**src/verilog/adcpp_pkg.sv**
```systemverilog
/*
  Package for the converter's parallel host data port: pin widths,
  result layout, reset values and the register write carrier.
  Assumes nothing beyond a SystemVerilog compiler.
*/
package adcpp_pkg;

  localparam int unsigned WORD_W      = 12;
  localparam int unsigned LOW_W       = 8;
  localparam int unsigned UPPER_W     = 3;
  localparam int unsigned CHAN_W      = 3;
  localparam int unsigned NIB_W       = 4;
  localparam int unsigned REG_CNT     = 2;
  localparam int unsigned REG_SEL_W   = 1;

  // Field positions in the high byte of a byte-mode transfer and in the data word.
  localparam int unsigned HI_NIB_LSB  = 0;
  localparam int unsigned HI_CHAN_LSB = 4;
  localparam int unsigned BIT8_POS    = 8;
  localparam int unsigned UPPER_LSB   = 9;
  localparam int unsigned TEN_PAD_W   = 2;

  localparam logic [WORD_W-1:0] WORD_RST = 12'h000;
  localparam logic [LOW_W-1:0]  LOW_RST  = 8'h00;

  // Register index written by the host.
  localparam logic [REG_SEL_W-1:0] SEL_CONTROL = 1'h0;
  localparam logic [REG_SEL_W-1:0] SEL_SHADOW  = 1'h1;

  typedef struct packed {
    logic                 en;
    logic [REG_SEL_W-1:0] sel;
    logic [WORD_W-1:0]    data;
  } adcpp_wreq_t;

endpackage

```
**src/verilog/adcpp_port.sv**
```systemverilog
/*
  Parallel host data port: drives conversion results on reads and takes
  control and shadow register values on writes, in word or byte mode.
  Assumes all pin inputs are synchronous to ref_clk and that the core
  holds the result and channel stable while a read is in progress.
*/
`timescale 1ns/1ps
// Functional notes
// RULE1 - Low eight lines three-state, gated by strobes
// RULE2 - Ten-bit reads drive two LSB lines zero
// RULE3 - Word mode: shared pin is data bit eight
// RULE4 - Byte mode: shared pin selects upper half
// RULE5 - Byte mode: low byte or top nibble
// RULE6 - High-byte read carries channel on lines 4-6
// RULE7 - Host writes zeros in high-byte bits 7-4
// RULE8 - Ten-bit low-byte read: two zero LSBs
// RULE9 - Read drives result while select low
// RULE10 - Write takes effect only with select low
// RULE11 - Word mode upper lines read and write
// RULE12 - Lines released when not selected for read
module adcpp_port
(
  input  wire logic                              ref_clk,
  input  wire logic                              reset_n,
  input  wire logic                              cs_n,
  input  wire logic                              rd_n,
  input  wire logic                              wr_n,
  input  wire logic                              word_mode,
  input  wire logic                              ten_bit_variant,
  input  wire logic [adcpp_pkg::LOW_W-1:0]       low_data_lines_in,
  output logic      [adcpp_pkg::LOW_W-1:0]       low_data_lines_out,
  output logic                                   low_data_lines_oe,
  input  wire logic                              bit8_or_upper_half_select_in,
  output logic                                   bit8_out,
  output logic                                   bit8_oe,
  input  wire logic [adcpp_pkg::UPPER_W-1:0]     upper_data_lines_in,
  output logic      [adcpp_pkg::UPPER_W-1:0]     upper_data_lines_out,
  output logic                                   upper_data_lines_oe,
  input  wire logic [adcpp_pkg::WORD_W-1:0]      result,
  input  wire logic [adcpp_pkg::CHAN_W-1:0]      result_chan,
  input  wire logic [adcpp_pkg::REG_SEL_W-1:0]   write_sel,
  input  wire logic [adcpp_pkg::REG_SEL_W-1:0]   view_sel,
  output logic      [adcpp_pkg::WORD_W-1:0]      view_data_ff,
  output logic                                   reg_written
);
  import adcpp_pkg::*;

  // ***************************************************************
  // Strobe decode and read data selection
  // ***************************************************************
  logic              rd_act;
  logic              wr_act;
  logic              upper_sel;
  logic [WORD_W-1:0] res_word;
  logic [LOW_W-1:0]  hi_byte;
  logic [LOW_W-1:0]  nxt_low;
  logic [WORD_W-1:0] pin_word;
  logic              wr_end;

  assign rd_act    = !cs_n && !rd_n; // RULE9
  assign wr_act    = !cs_n && !wr_n; // RULE10
  assign upper_sel = !word_mode && bit8_or_upper_half_select_in; // RULE4
  // The ten-bit core value sits in the low bits of result.
  assign res_word  = ten_bit_variant ?
                     {result[WORD_W-TEN_PAD_W-1:0], {TEN_PAD_W{1'b0}}} :
                     result; // RULE2 RULE8
  assign hi_byte   = {1'b0, result_chan,
                      res_word[WORD_W-1:LOW_W]}; // RULE6
  assign nxt_low   = upper_sel ? hi_byte : res_word[LOW_W-1:0]; // RULE5
  assign pin_word  = {upper_data_lines_in, bit8_or_upper_half_select_in,
                      low_data_lines_in}; // RULE11 RULE3

  // ***************************************************************
  // Output drivers
  // ***************************************************************
  logic              rd_oe_ff;
  logic              word_oe_ff;
  logic [LOW_W-1:0]  low_ff;
  logic              bit8_ff;
  logic [UPPER_W-1:0] upper_ff;

  always_ff @(posedge ref_clk or negedge reset_n)
  begin
    if (!reset_n)
    begin
      rd_oe_ff   <= 1'b0;
      word_oe_ff <= 1'b0;
      low_ff     <= LOW_RST;
      bit8_ff    <= 1'b0;
      upper_ff   <= '0;
    end
    else
    begin
      rd_oe_ff   <= rd_act; // RULE1 RULE12
      word_oe_ff <= rd_act && word_mode; // RULE3 RULE11
      low_ff     <= word_mode ? res_word[LOW_W-1:0] : nxt_low;
      bit8_ff    <= word_mode && res_word[BIT8_POS];
      upper_ff   <= word_mode ? res_word[WORD_W-1:UPPER_LSB] : '0;
    end
  end

  assign low_data_lines_out   = low_ff;
  assign low_data_lines_oe    = rd_oe_ff;
  assign bit8_out             = bit8_ff;
  assign bit8_oe              = word_oe_ff;
  assign upper_data_lines_out = upper_ff;
  assign upper_data_lines_oe  = word_oe_ff;

  // ***************************************************************
  // Write capture
  // ***************************************************************
  // Data is latched while the strobe is active and committed when it
  // ends, so the value of the final active cycle is the one kept.
  logic              wr_act_ff;
  logic              wr_upper_ff;
  logic              wr_word_ff;
  logic [WORD_W-1:0] wr_pin_ff;
  logic [LOW_W-1:0]  pend_low_ff;
  logic              written_ff;
  adcpp_wreq_t       wreq;

  assign wr_end = wr_act_ff && !wr_act;

  always_ff @(posedge ref_clk or negedge reset_n)
  begin
    if (!reset_n)
    begin
      wr_act_ff   <= 1'b0;
      wr_upper_ff <= 1'b0;
      wr_word_ff  <= 1'b0;
      wr_pin_ff   <= WORD_RST;
      pend_low_ff <= LOW_RST;
      written_ff  <= 1'b0;
    end
    else
    begin
      wr_act_ff  <= wr_act;
      written_ff <= wreq.en;
      if (wr_act)
      begin
        wr_pin_ff   <= pin_word;
        wr_upper_ff <= upper_sel;
        wr_word_ff  <= word_mode;
      end
      if (wr_end && !wr_word_ff && !wr_upper_ff)
        pend_low_ff <= wr_pin_ff[LOW_W-1:0]; // RULE5
    end
  end

  // A byte-mode register only changes once its high half arrives; the
  // host's zero bits 7-4 of that byte are not looked at.
  assign wreq.en   = wr_end && (wr_word_ff || wr_upper_ff); // RULE10
  assign wreq.sel  = write_sel;
  assign wreq.data = wr_word_ff ? wr_pin_ff :
                     {wr_pin_ff[HI_NIB_LSB+NIB_W-1:HI_NIB_LSB],
                      pend_low_ff}; // RULE5 RULE7

  assign reg_written = written_ff;

  adcpp_regs adcpp_regs_inst
  (
    .ref_clk    (ref_clk),
    .reset_n    (reset_n),
    .wreq       (wreq),
    .rd_sel     (view_sel),
    .rd_data_ff (view_data_ff)
  );

  // ***************************************************************
  // Assertions
  // ***************************************************************
  property p_oe_follows_read;
    @(posedge ref_clk) disable iff (!reset_n)
      rd_act |=> low_data_lines_oe;
  endproperty
  a_oe_follows_read: assert property (p_oe_follows_read) // RULE9
    else $error("low lines not driven after read strobe");

  property p_release;
    @(posedge ref_clk) disable iff (!reset_n)
      (cs_n || rd_n) |=> !low_data_lines_oe && !upper_data_lines_oe;
  endproperty
  a_release: assert property (p_release) // RULE12
    else $error("data lines driven without read");

  property p_ten_lsb;
    @(posedge ref_clk) disable iff (!reset_n)
      (rd_act && ten_bit_variant && !upper_sel)
        |=> low_data_lines_out[1:0] == 2'h0;
  endproperty
  a_ten_lsb: assert property (p_ten_lsb) // RULE2
    else $error("ten-bit read low bits not zero");

  property p_ten_lsb_pos;
    @(posedge ref_clk) disable iff (!reset_n)
      (rd_act && ten_bit_variant && !upper_sel)
        |=> low_data_lines_out[2] == $past(result[0]);
  endproperty
  a_ten_lsb_pos: assert property (p_ten_lsb_pos) // RULE8
    else $error("ten-bit result lsb not on line two");

  property p_byte_no_upper;
    @(posedge ref_clk) disable iff (!reset_n)
      !word_mode |=> !bit8_oe && !upper_data_lines_oe;
  endproperty
  a_byte_no_upper: assert property (p_byte_no_upper) // RULE4
    else $error("shared pin driven in byte mode");

  property p_word_bit8;
    @(posedge ref_clk) disable iff (!reset_n)
      (rd_act && word_mode) |=>
        bit8_oe &&
        bit8_out == $past(ten_bit_variant ? result[6] : result[8]);
  endproperty
  a_word_bit8: assert property (p_word_bit8) // RULE3
    else $error("bit eight wrong in word mode");

  property p_high_chan;
    @(posedge ref_clk) disable iff (!reset_n)
      (rd_act && upper_sel) |=>
        low_data_lines_out[7] == 1'b0 &&
        low_data_lines_out[6:4] == $past(result_chan) &&
        low_data_lines_out[3:0] ==
          $past(ten_bit_variant ? result[9:6] : result[11:8]);
  endproperty
  a_high_chan: assert property (p_high_chan) // RULE6
    else $error("high byte read content wrong");

  property p_word_upper;
    @(posedge ref_clk) disable iff (!reset_n)
      (rd_act && word_mode) |=>
        upper_data_lines_out ==
          $past(ten_bit_variant ? result[9:7] : result[11:9]);
  endproperty
  a_word_upper: assert property (p_word_upper) // RULE11
    else $error("upper lines wrong in word mode");

  property p_write_needs_cs;
    @(posedge ref_clk) disable iff (!reset_n)
      wreq.en |-> $past(!cs_n && !wr_n);
  endproperty
  a_write_needs_cs: assert property (p_write_needs_cs) // RULE10
    else $error("register write without select and strobe");

  property p_low_byte_no_commit;
    @(posedge ref_clk) disable iff (!reset_n)
      (wr_end && !wr_word_ff && !wr_upper_ff) |=> !reg_written;
  endproperty
  a_low_byte_no_commit: assert property (p_low_byte_no_commit) // RULE5
    else $error("low byte write committed a register");

  property p_oe_common;
    @(posedge ref_clk) disable iff (!reset_n)
      upper_data_lines_oe |-> low_data_lines_oe;
  endproperty
  a_oe_common: assert property (p_oe_common) // RULE1
    else $error("upper lines driven without low lines");

  c_word_read:  cover property (@(posedge ref_clk) rd_act && word_mode);
  c_high_read:  cover property (@(posedge ref_clk) rd_act && upper_sel);
  c_byte_write: cover property (@(posedge ref_clk)
                                wreq.en && !wr_word_ff);
  c_word_write: cover property (@(posedge ref_clk) wreq.en && wr_word_ff);

endmodule

```
**src/verilog/adcpp_regs.sv**
```systemverilog
/*
  Control and shadow register store of the host port.
  Assumes one write request per cycle at most; read data is registered.
*/
`timescale 1ns/1ps
module adcpp_regs
(
  input  wire logic                              ref_clk,
  input  wire logic                              reset_n,
  input  wire adcpp_pkg::adcpp_wreq_t            wreq,
  input  wire logic [adcpp_pkg::REG_SEL_W-1:0]   rd_sel,
  output logic      [adcpp_pkg::WORD_W-1:0]      rd_data_ff
);
  import adcpp_pkg::*;

  logic [WORD_W-1:0] mem_ff [REG_CNT];

  genvar gi;
  generate
    for (gi = 0; gi < REG_CNT; gi++)
    begin : g_word
      always_ff @(posedge ref_clk or negedge reset_n)
      begin
        if (!reset_n)
          mem_ff[gi] <= WORD_RST;
        else if (wreq.en && (wreq.sel == REG_SEL_W'(gi)))
          mem_ff[gi] <= wreq.data;
      end
    end
  endgenerate

  always_ff @(posedge ref_clk or negedge reset_n)
  begin
    if (!reset_n)
      rd_data_ff <= WORD_RST;
    else
      rd_data_ff <= mem_ff[rd_sel];
  end

endmodule
```
**config.mk**
```make
export PLATFORM = sky130hd
export DESIGN_NAME = adcpp_port
export DESIGN_NICKNAME = d
export VERILOG_FILES = /design/src/verilog/adcpp_pkg.sv /design/src/verilog/adcpp_port.sv /design/src/verilog/adcpp_regs.sv
export SDC_FILE = /design/constraint.sdc
export NUM_CORES = 1
export LEC_CHECK = 0
export ABC_AREA = 1
export BUFFER_PORTS_ARGS = -buffer_cell sky130_fd_sc_hd__buf_2
export CELL_PAD_IN_SITES_DETAIL_PLACEMENT = 0
export CELL_PAD_IN_SITES_GLOBAL_PLACEMENT = 1
export CORE_UTILIZATION = 44
export CTS_CLUSTER_DIAMETER = 60
export DETAILED_ROUTE_END_ITERATION = 6
export PLACE_DENSITY = 0.82
export SLEW_MARGIN = 25
export SYNTH_ARGS = -nofsm -noshare
export SYNTH_HDL_FRONTEND = slang
export SYNTH_HIERARCHICAL = 1
export SYNTH_SLANG_ARGS = --single-unit
```
**constraint.sdc**
```tcl
create_clock -name ref_clk -period 3.5 [get_ports ref_clk]
set_input_delay 0.35 -clock ref_clk [delete_from_list [all_inputs] [get_ports ref_clk]]
set_output_delay 0.35 -clock ref_clk [all_outputs]
set_load 0.03 [all_outputs]
```
==> results of run 1 <==
[cell type report]
class	count	area, um^2
multi-input cells	229	1061
flip-flops and latches	74	1852
fillers	696	3223
inverters	33	126.4
clock inverters	1	7.507
repair buffers	66	340.3
clock buffers	15	176.4
well taps	96	120.1
[logic make-up (layout without fill, tap and decap cells)]
kind of cell           count (synthesis)  count (layout)  synth area share
AND/OR/NAND/NOR                      185             185            0.2490
AO/OA/AOI/OAI                         44              44           0.08458
buffers and inverters                 50             115           0.08418
flip-flops                            74              74            0.5822
[synthesized netlist by cell type (all sizes together)]
cell type / n
clkbuf: 1
o21ai: 40
a21oi: 1
dfrtp: 74
nor3: 1
o211ai: 3
nand3: 27
nand4: 8
inv: 33
nand2: 142
nor2: 3
and2: 4
buf: 16
[final timing paths]
| path | slack (ns) | start | endpoint | cells past startpoint |
|---|---|---|---|---|
| worst max-delay path | 1.44 | wr_word_ff$_DFFE_PN0P_ | adcpp_regs_inst/mem_ff[6]$_DFFE_PN0P_ | 5 |
| worst min-delay path | 0.01 | reset_n | adcpp_regs_inst/rd_data_ff[10]$_DFF_PN0_ | 1 |
| worst max register to register | 1.44 | wr_word_ff$_DFFE_PN0P_ | adcpp_regs_inst/mem_ff[6]$_DFFE_PN0P_ | 5 |
| worst min register to register | 0.47 | pend_low_ff[4]$_DFFE_PN0P_ | pend_low_ff[4]$_DFFE_PN0P_ | 2 |
| max in group asynchronous | 2.84 | reset_n | adcpp_regs_inst/mem_ff[19]$_DFFE_PN0P_ | 2 |
| min in group ref_clk | 0.16 | rd_n | low_data_lines_oe$_DFF_PN0_ | 2 |
[power by group]
group | leakage (nW) | internal, mW | switching (mW)
clock network | 0.0900 | 0.317 | 0.295
logic | 0.948 | 0.159 | 0.333
registers | 0.951 | 1.04 | 0.0887
total | 1.99 | 1.52 | 0.717
[flip-flops by register name, summed over array words and instances, names as in the netlist, 3 cells and up]
signal                      flops
upper_data_lines_out            3
adcpp_regs_inst/mem_ff         24
wr_pin_ff                      12
pend_low_ff                     8
low_data_lines_out              8
adcpp_regs_inst/rd_data_ff     12
[cells in the final DEF, fill, tap and decap left out, types with 2 or more instances in the layout]
master | netlist | routed
o21ai_2 | 11 | 11
nand2_1 | 139 | 139
nand4_1 | 8 | 8
clkbuf_1 | 0 | 3
buf_2 | 6 | 62
nand2_2 | 2 | 2
buf_4 | 4 | 4
inv_2 | 4 | 4
o21ai_0 | 24 | 24
nand3_1 | 26 | 26
o211ai_1 | 3 | 3
o21ai_1 | 5 | 5
nor2_1 | 2 | 2
dfrtp_1 | 74 | 74
and2_1 | 4 | 4
clkbuf_8 | 1 | 12
inv_1 | 28 | 28
[routing by layer]
layer  track usage  up-vias  routed length (um)
met5             0        -                   0
met4       0.08182        0                  80
met3       0.03412        7                 242
met2        0.2684       47                2599
met1        0.2568     1066                3019
li1              -     1232                   -
==> run metrics, run 1 <==
outcome complete, no violations; max incr delay on CP 0.58 ns; power per cell area 607.0 nW/um^2; ant diodes 0; gpl congestion 0.7613; clock buffer depth 2; Root Buffer clkbuf_8; vias per inst 4.576; layout cells sized above 1 0.2392; CP cell instances nor2_4, nor2_1, nand2_1, nand2_1, nand2_1; nets 449; placed cells 498; initial antenna violation count 0; DR pass1 iterations 4; HP Class in2async; final non-filler cell total 514; gr ovfl total 0; Synth Warn # 6; post-route cell area 3684 um^2; H-tree Lvls 3; slowest cell on the critical path nor2_1; Worst-Skew Late Latency 0.34 ns; fin crit share 0.5880; DR WL/cell 11.56 um; TritonCTS clock tree yes; Die X 87.02 um; syn_area_per_cell 9.010 um^2; vias 2352; drt drc 0; PortBufs 63; hold-fix buffer count after cts 0; Crit. End Element register; # IOs 64; Worst EP required 3.72 ns; largest net degree at the start of global routing 51; Slew @ Worst Pin 0.7061 ns; unrepaired setup endpoints after global routing no; Max Slew Vio Count 0; synthesized area 3181 um^2; Most common cell on crit path nand2_1; synthesized flop and latch total 74; delay-heaviest family, CP simple AND/OR/NAND/NOR gates; GR Util All Layers 0.1807; clock sink count 74; number of distinct library cells after synthesis 23; Resize count post-CTS 0; # setup viols final 0; Worst-path clk slew 0.08 ns; worst path bufs/invs 0; Max Cap Viol 0; pre-CTS setup slack 1.390 ns; Initial Utilization 0.4605; first-pass GRT wire length 10470 um; Max rail drop VDD 248.3 uV; core box area 6907 um^2; Setup Skew 0.006250 ns; Setup crit start kind register; post-synth top area cell dfrtp_1; Yosys top cell area share 0.5822; Setup TNS Final 0 ns; Setup WS post-layout 1.442 ns; PnR Total Power 2.236 mW; chip height 87.02 um; maximum clock frequency 485.9 MHz; Setup Buffers After CTS 0; Iteration-0 DRC Markers 96; synth-to-layout area growth 15.81%; WL final 5941 um; syn_nets 389; DP Area 3500 um^2; vias in the first global route 2231; Seq/Total Area, Yosys 0.5822; ANT nets after route 0; CTS buffer count 9; Pleak 1.989 nW; CP Max Fanout 13; CP arrival 2.28 ns; Synth area leaders dfrtp_1, nand2_1, nand3_1; die footprint 7572 um^2; cell row count 30; Syn Inst Count 353; Final Util 0.5333; dpl hpwl 4358 um; hold slack 0.01215 ns; Setup Crit Path Kind reg2reg; Period minus WS final 2.058 ns; max_slew headroom 0.5275; final hold vios 0
No activity file was read; power rests on OpenSTA's default activity.
==> inputs of run 2 (changes only) <==
--- a/config.mk
+++ b/config.mk
@@ -5,14 +5,14 @@
 export SDC_FILE = /design/constraint.sdc
 export NUM_CORES = 1
 export LEC_CHECK = 0
-export ABC_AREA = 1
+export ABC_AREA = 0
 export BUFFER_PORTS_ARGS = -buffer_cell sky130_fd_sc_hd__buf_2
 export CELL_PAD_IN_SITES_DETAIL_PLACEMENT = 0
 export CELL_PAD_IN_SITES_GLOBAL_PLACEMENT = 1
 export CORE_UTILIZATION = 44
 export CTS_CLUSTER_DIAMETER = 60
 export DETAILED_ROUTE_END_ITERATION = 6
-export PLACE_DENSITY = 0.82
+export PLACE_DENSITY = 0.76
 export SLEW_MARGIN = 25
 export SYNTH_ARGS = -nofsm -noshare
 export SYNTH_HDL_FRONTEND = slang
==> constraint.sdc (replaced) <==
create_clock -name ref_clk -period 1.9 [get_ports ref_clk]
set_input_delay 0.19 -clock ref_clk [delete_from_list [all_inputs] [get_ports ref_clk]]
set_output_delay 0.19 -clock ref_clk [all_outputs]
set_load 0.03 [all_outputs]
==> run 2 against run 1 <==
  * Die area decreased by 4.0%
  * Routed wire length down 11%
  * Critical path depth down 2
  * Clock skew up 0.0026 ns
  * First-iteration DRC count decreased by 23%
  * Combinational power rose to 2.7 times the previous value
  * Clock-buffer cell count down 3
  * Worst setup slack worse by 1.1 ns
  * Synthesized cell count fell by 45%
==> run metrics, run 2 <==
chip height 85.25 um (-2.0%); Crit. End Element register; gpl congestion 0.7177 (-5.7%); PortBufs 63 (unchanged); CP Max Fanout 14 (+1); Int Pwr 3.605 mW (+140%); Pleak 1.767 nW (-11%); Synth area leaders dfrtp_1, mux2_2, mux2_4; combinational share of power 0.262 (+0.042); Period minus WS final 1.549 ns (-0.5093 ns); Synth Flop Type dfrtp_1; final non-filler cell total 345 (-33%); TritonCTS clock tree yes; outcome complete, no violations; Fill cells 552 (-21%); Iteration-0 DRC Markers 74 (-23%); Setup WS post-layout 0.3512 ns (-1.091 ns); maximum clock frequency 645.7 MHz (+33%); synth cell count leaders dfrtp_1, mux2_2, mux2i_1, mux2_4, buf_2; DR pass1 iterations 4 (unchanged); die footprint 7267 um^2 (-4.0%); slowest cell on the critical path nor3_4; PnR Total Power 5.043 mW (+130%); HP Class in2reg; ANT nets after route 0 (unchanged); Die X 85.25 um (-2.0%); CP cell instances buf_4, nor3_4, mux2_2; Synth Warn # 6 (unchanged); Setup TNS Final 0 ns (unchanged); hold path depth 3; clock buffer depth 2 (unchanged); DP Area 3422 um^2 (-2.2%); # IOs 64 (unchanged); Setup crit start kind register; first-pass GRT wire length 9156 um (-13%); multi-input logic area 1116 um^2 (+5.2%); Max Cap Viol 0 (unchanged); dpl hpwl 3462 um (-21%); Clk network pwr share 0.279 (+0.005); # setup viols final 0 (unchanged); syn_nets 230 (-41%); post-synth top area cell dfrtp_1; largest net degree at the start of global routing 75 (+47%); WP depth 3 (-2); core box area 6531 um^2 (-5.4%); Worst-Skew Late Latency 0.34 ns (about the same); vias 1701 (-28%); Biggest register adcpp_regs_inst/mem_ff; unrepaired setup endpoints after global routing no; synthesized area 3049 um^2 (-4.1%); pre-CTS setup slack 0.3261 ns (-1.064 ns); initial antenna violation count 0 (unchanged); P_sw 1.438 mW (+100%); most frequent cells in the layout dfrtp_1, buf_2, mux2_2; Setup Skew 0.008874 ns (+0.002623 ns); WL final 5301 um (-11%); Seq/Total Area, Yosys 0.6073 (+0.02509); Worst-path clk slew 0.07 ns (about the same); Syn Inst Count 194 (-45%); ant diodes 0 (unchanged); drt drc 0 (unchanged); delay-heaviest family, CP simple AND/OR/NAND/NOR gates; nets 299 (-33%); number of distinct library cells after synthesis 19 (-17%); register area 1852 um^2 (unchanged); sequential power share 0.458 (-0.048); layout cells sized above 1 0.5896 (+0.3503); worst path bufs/invs 1 (+1); H-tree Lvls 3 (unchanged); max_slew headroom 0.5759 (+0.04836); DR WL/cell 15.37 um (+33%); switching share of power 0.2851 (-0.03546); Final Util 0.5634 (+0.03008); synthesized flop and latch total 74 (unchanged); CTS buffer count 9 (unchanged); Yosys top cell area share 0.6073 (+0.02509); post-route cell area 3680 um^2 (-0.10%); max FFs per register 24 (unchanged); Max Slew Vio Count 0 (unchanged); synth-to-layout area growth 20.68%; Setup Buffers After CTS 0 (unchanged); Async S/R FF share, synth 1.000 (unchanged); vias per inst 4.930 (+7.7%); placed cells 327 (-34%); gr ovfl total 0 (unchanged); GR Util All Layers 0.1680 (-0.01275); final hold vios 0 (unchanged); Post-synth EDFFs 0 (unchanged); clock sink count 74 (unchanged); commonest non-fill, non-tap cell in the layout dfrtp_1; vias in the first global route 1834 (-18%); fin crit share 0.8152 (+0.2271); Worst EP required 2.13 ns (-1.59 ns); Slew @ Worst Pin 0.6349 ns (-0.07124 ns); Setup Crit Path Kind reg2reg; syn_area_per_cell 15.72 um^2 (+74%); cell row count 29 (-3.3%); power per cell area 1370 nW/um^2 (+130%); Reg2Reg Depth 3 (-2); Initial Utilization 0.4669 (+0.006351); dominant cell by count in the synthesized netlist dfrtp_1; Regs by FF count adcpp_regs_inst/mem_ff x24, adcpp_regs_inst/rd_data_ff x12, wr_pin_ff x12; Max rail drop VDD 825.3 uV (+230%); CP arrival 1.77 ns (-0.51 ns); Root Buffer clkbuf_8; max incr delay on CP 0.47 ns (-0.11 ns); hold slack 0.05351 ns (+0.04136 ns)
-- run 2: final timing paths --
check,startpoint,to,slack [ns]
worst min-delay path,result_chan[1],low_data_lines_out[5]$_DFF_PN0_,0.05
worst max register to register,wr_word_ff$_DFFE_PN0P_,pend_low_ff[0]$_DFFE_PN0P_,0.35
min in group asynchronous,reset_n,upper_data_lines_out[2]$_DFF_PN0_,0.40
worst max-delay path,wr_word_ff$_DFFE_PN0P_,pend_low_ff[0]$_DFFE_PN0P_,0.35
max in group asynchronous,reset_n,wr_pin_ff[8]$_DFFE_PN0P_,1.18
worst min register to register,adcpp_regs_inst/mem_ff[11]$_DFFE_PN0P_,adcpp_regs_inst/rd_data_ff[11]$_DFF_PN0_,0.50
-- run 2: cells by family after synthesis --
group / count (synthesis) / synth area share
simple gates: 19 / 0.03816
flops: 74 / 0.6073
buf+inv: 11 / 0.02667
compound gates: 6 / 0.01108
mux: 84 / 0.3168
-- run 2: final cells by class --
| class | count | area share |
|---|---|---|
| repair buffers | 69 | 0.1027 |
| clock buffers | 12 | 0.04488 |
| well taps | 77 | 0.02618 |
| multi-input cells | 109 | 0.3033 |
| flip-flops and latches | 74 | 0.5032 |
| clock inverters | 4 | 0.01972 |
-- run 2: what timing repair did --
| action | in CTS | in global routing |
|---|---|---|
| hold endpoints to repair | 75 | 0 |
| hold buffers | 2 | 0 |
| resized for setup | 0 | 0 |
| endpoints found under the setup margin | 0 | 0 |
-- run 2: layer usage --
metal / up-vias / share of wire / GRT usage
li1: 819 / - / -
met1: 839 / 0.50 / 0.2395
met2: 32 / 0.46 / 0.2441
met3: 11 / 0.027 / 0.03307
met4: 0 / 0.020 / 0.08783
met5: - / 0 / 0
-- run 2: tightest hold or removal path: stages --
cell and delay [ns]:
buf_2 0.08, nand2_1 0.03, o21ai_0 0.06
-- run 2: power groups by stage --
stage | Combinational [mW] | Clock [mW] | Sequential [mW]
finish | 1.32 | 1.41 | 2.31
global route | 1.43 | 1.53 | 2.38
detailed placement | 1.33 | 0 | 2.33
CTS | 1.34 | 1.45 | 2.32
floorplan | 0.701 | 0 | 2.60
global placement | 1.32 | 0 | 2.32
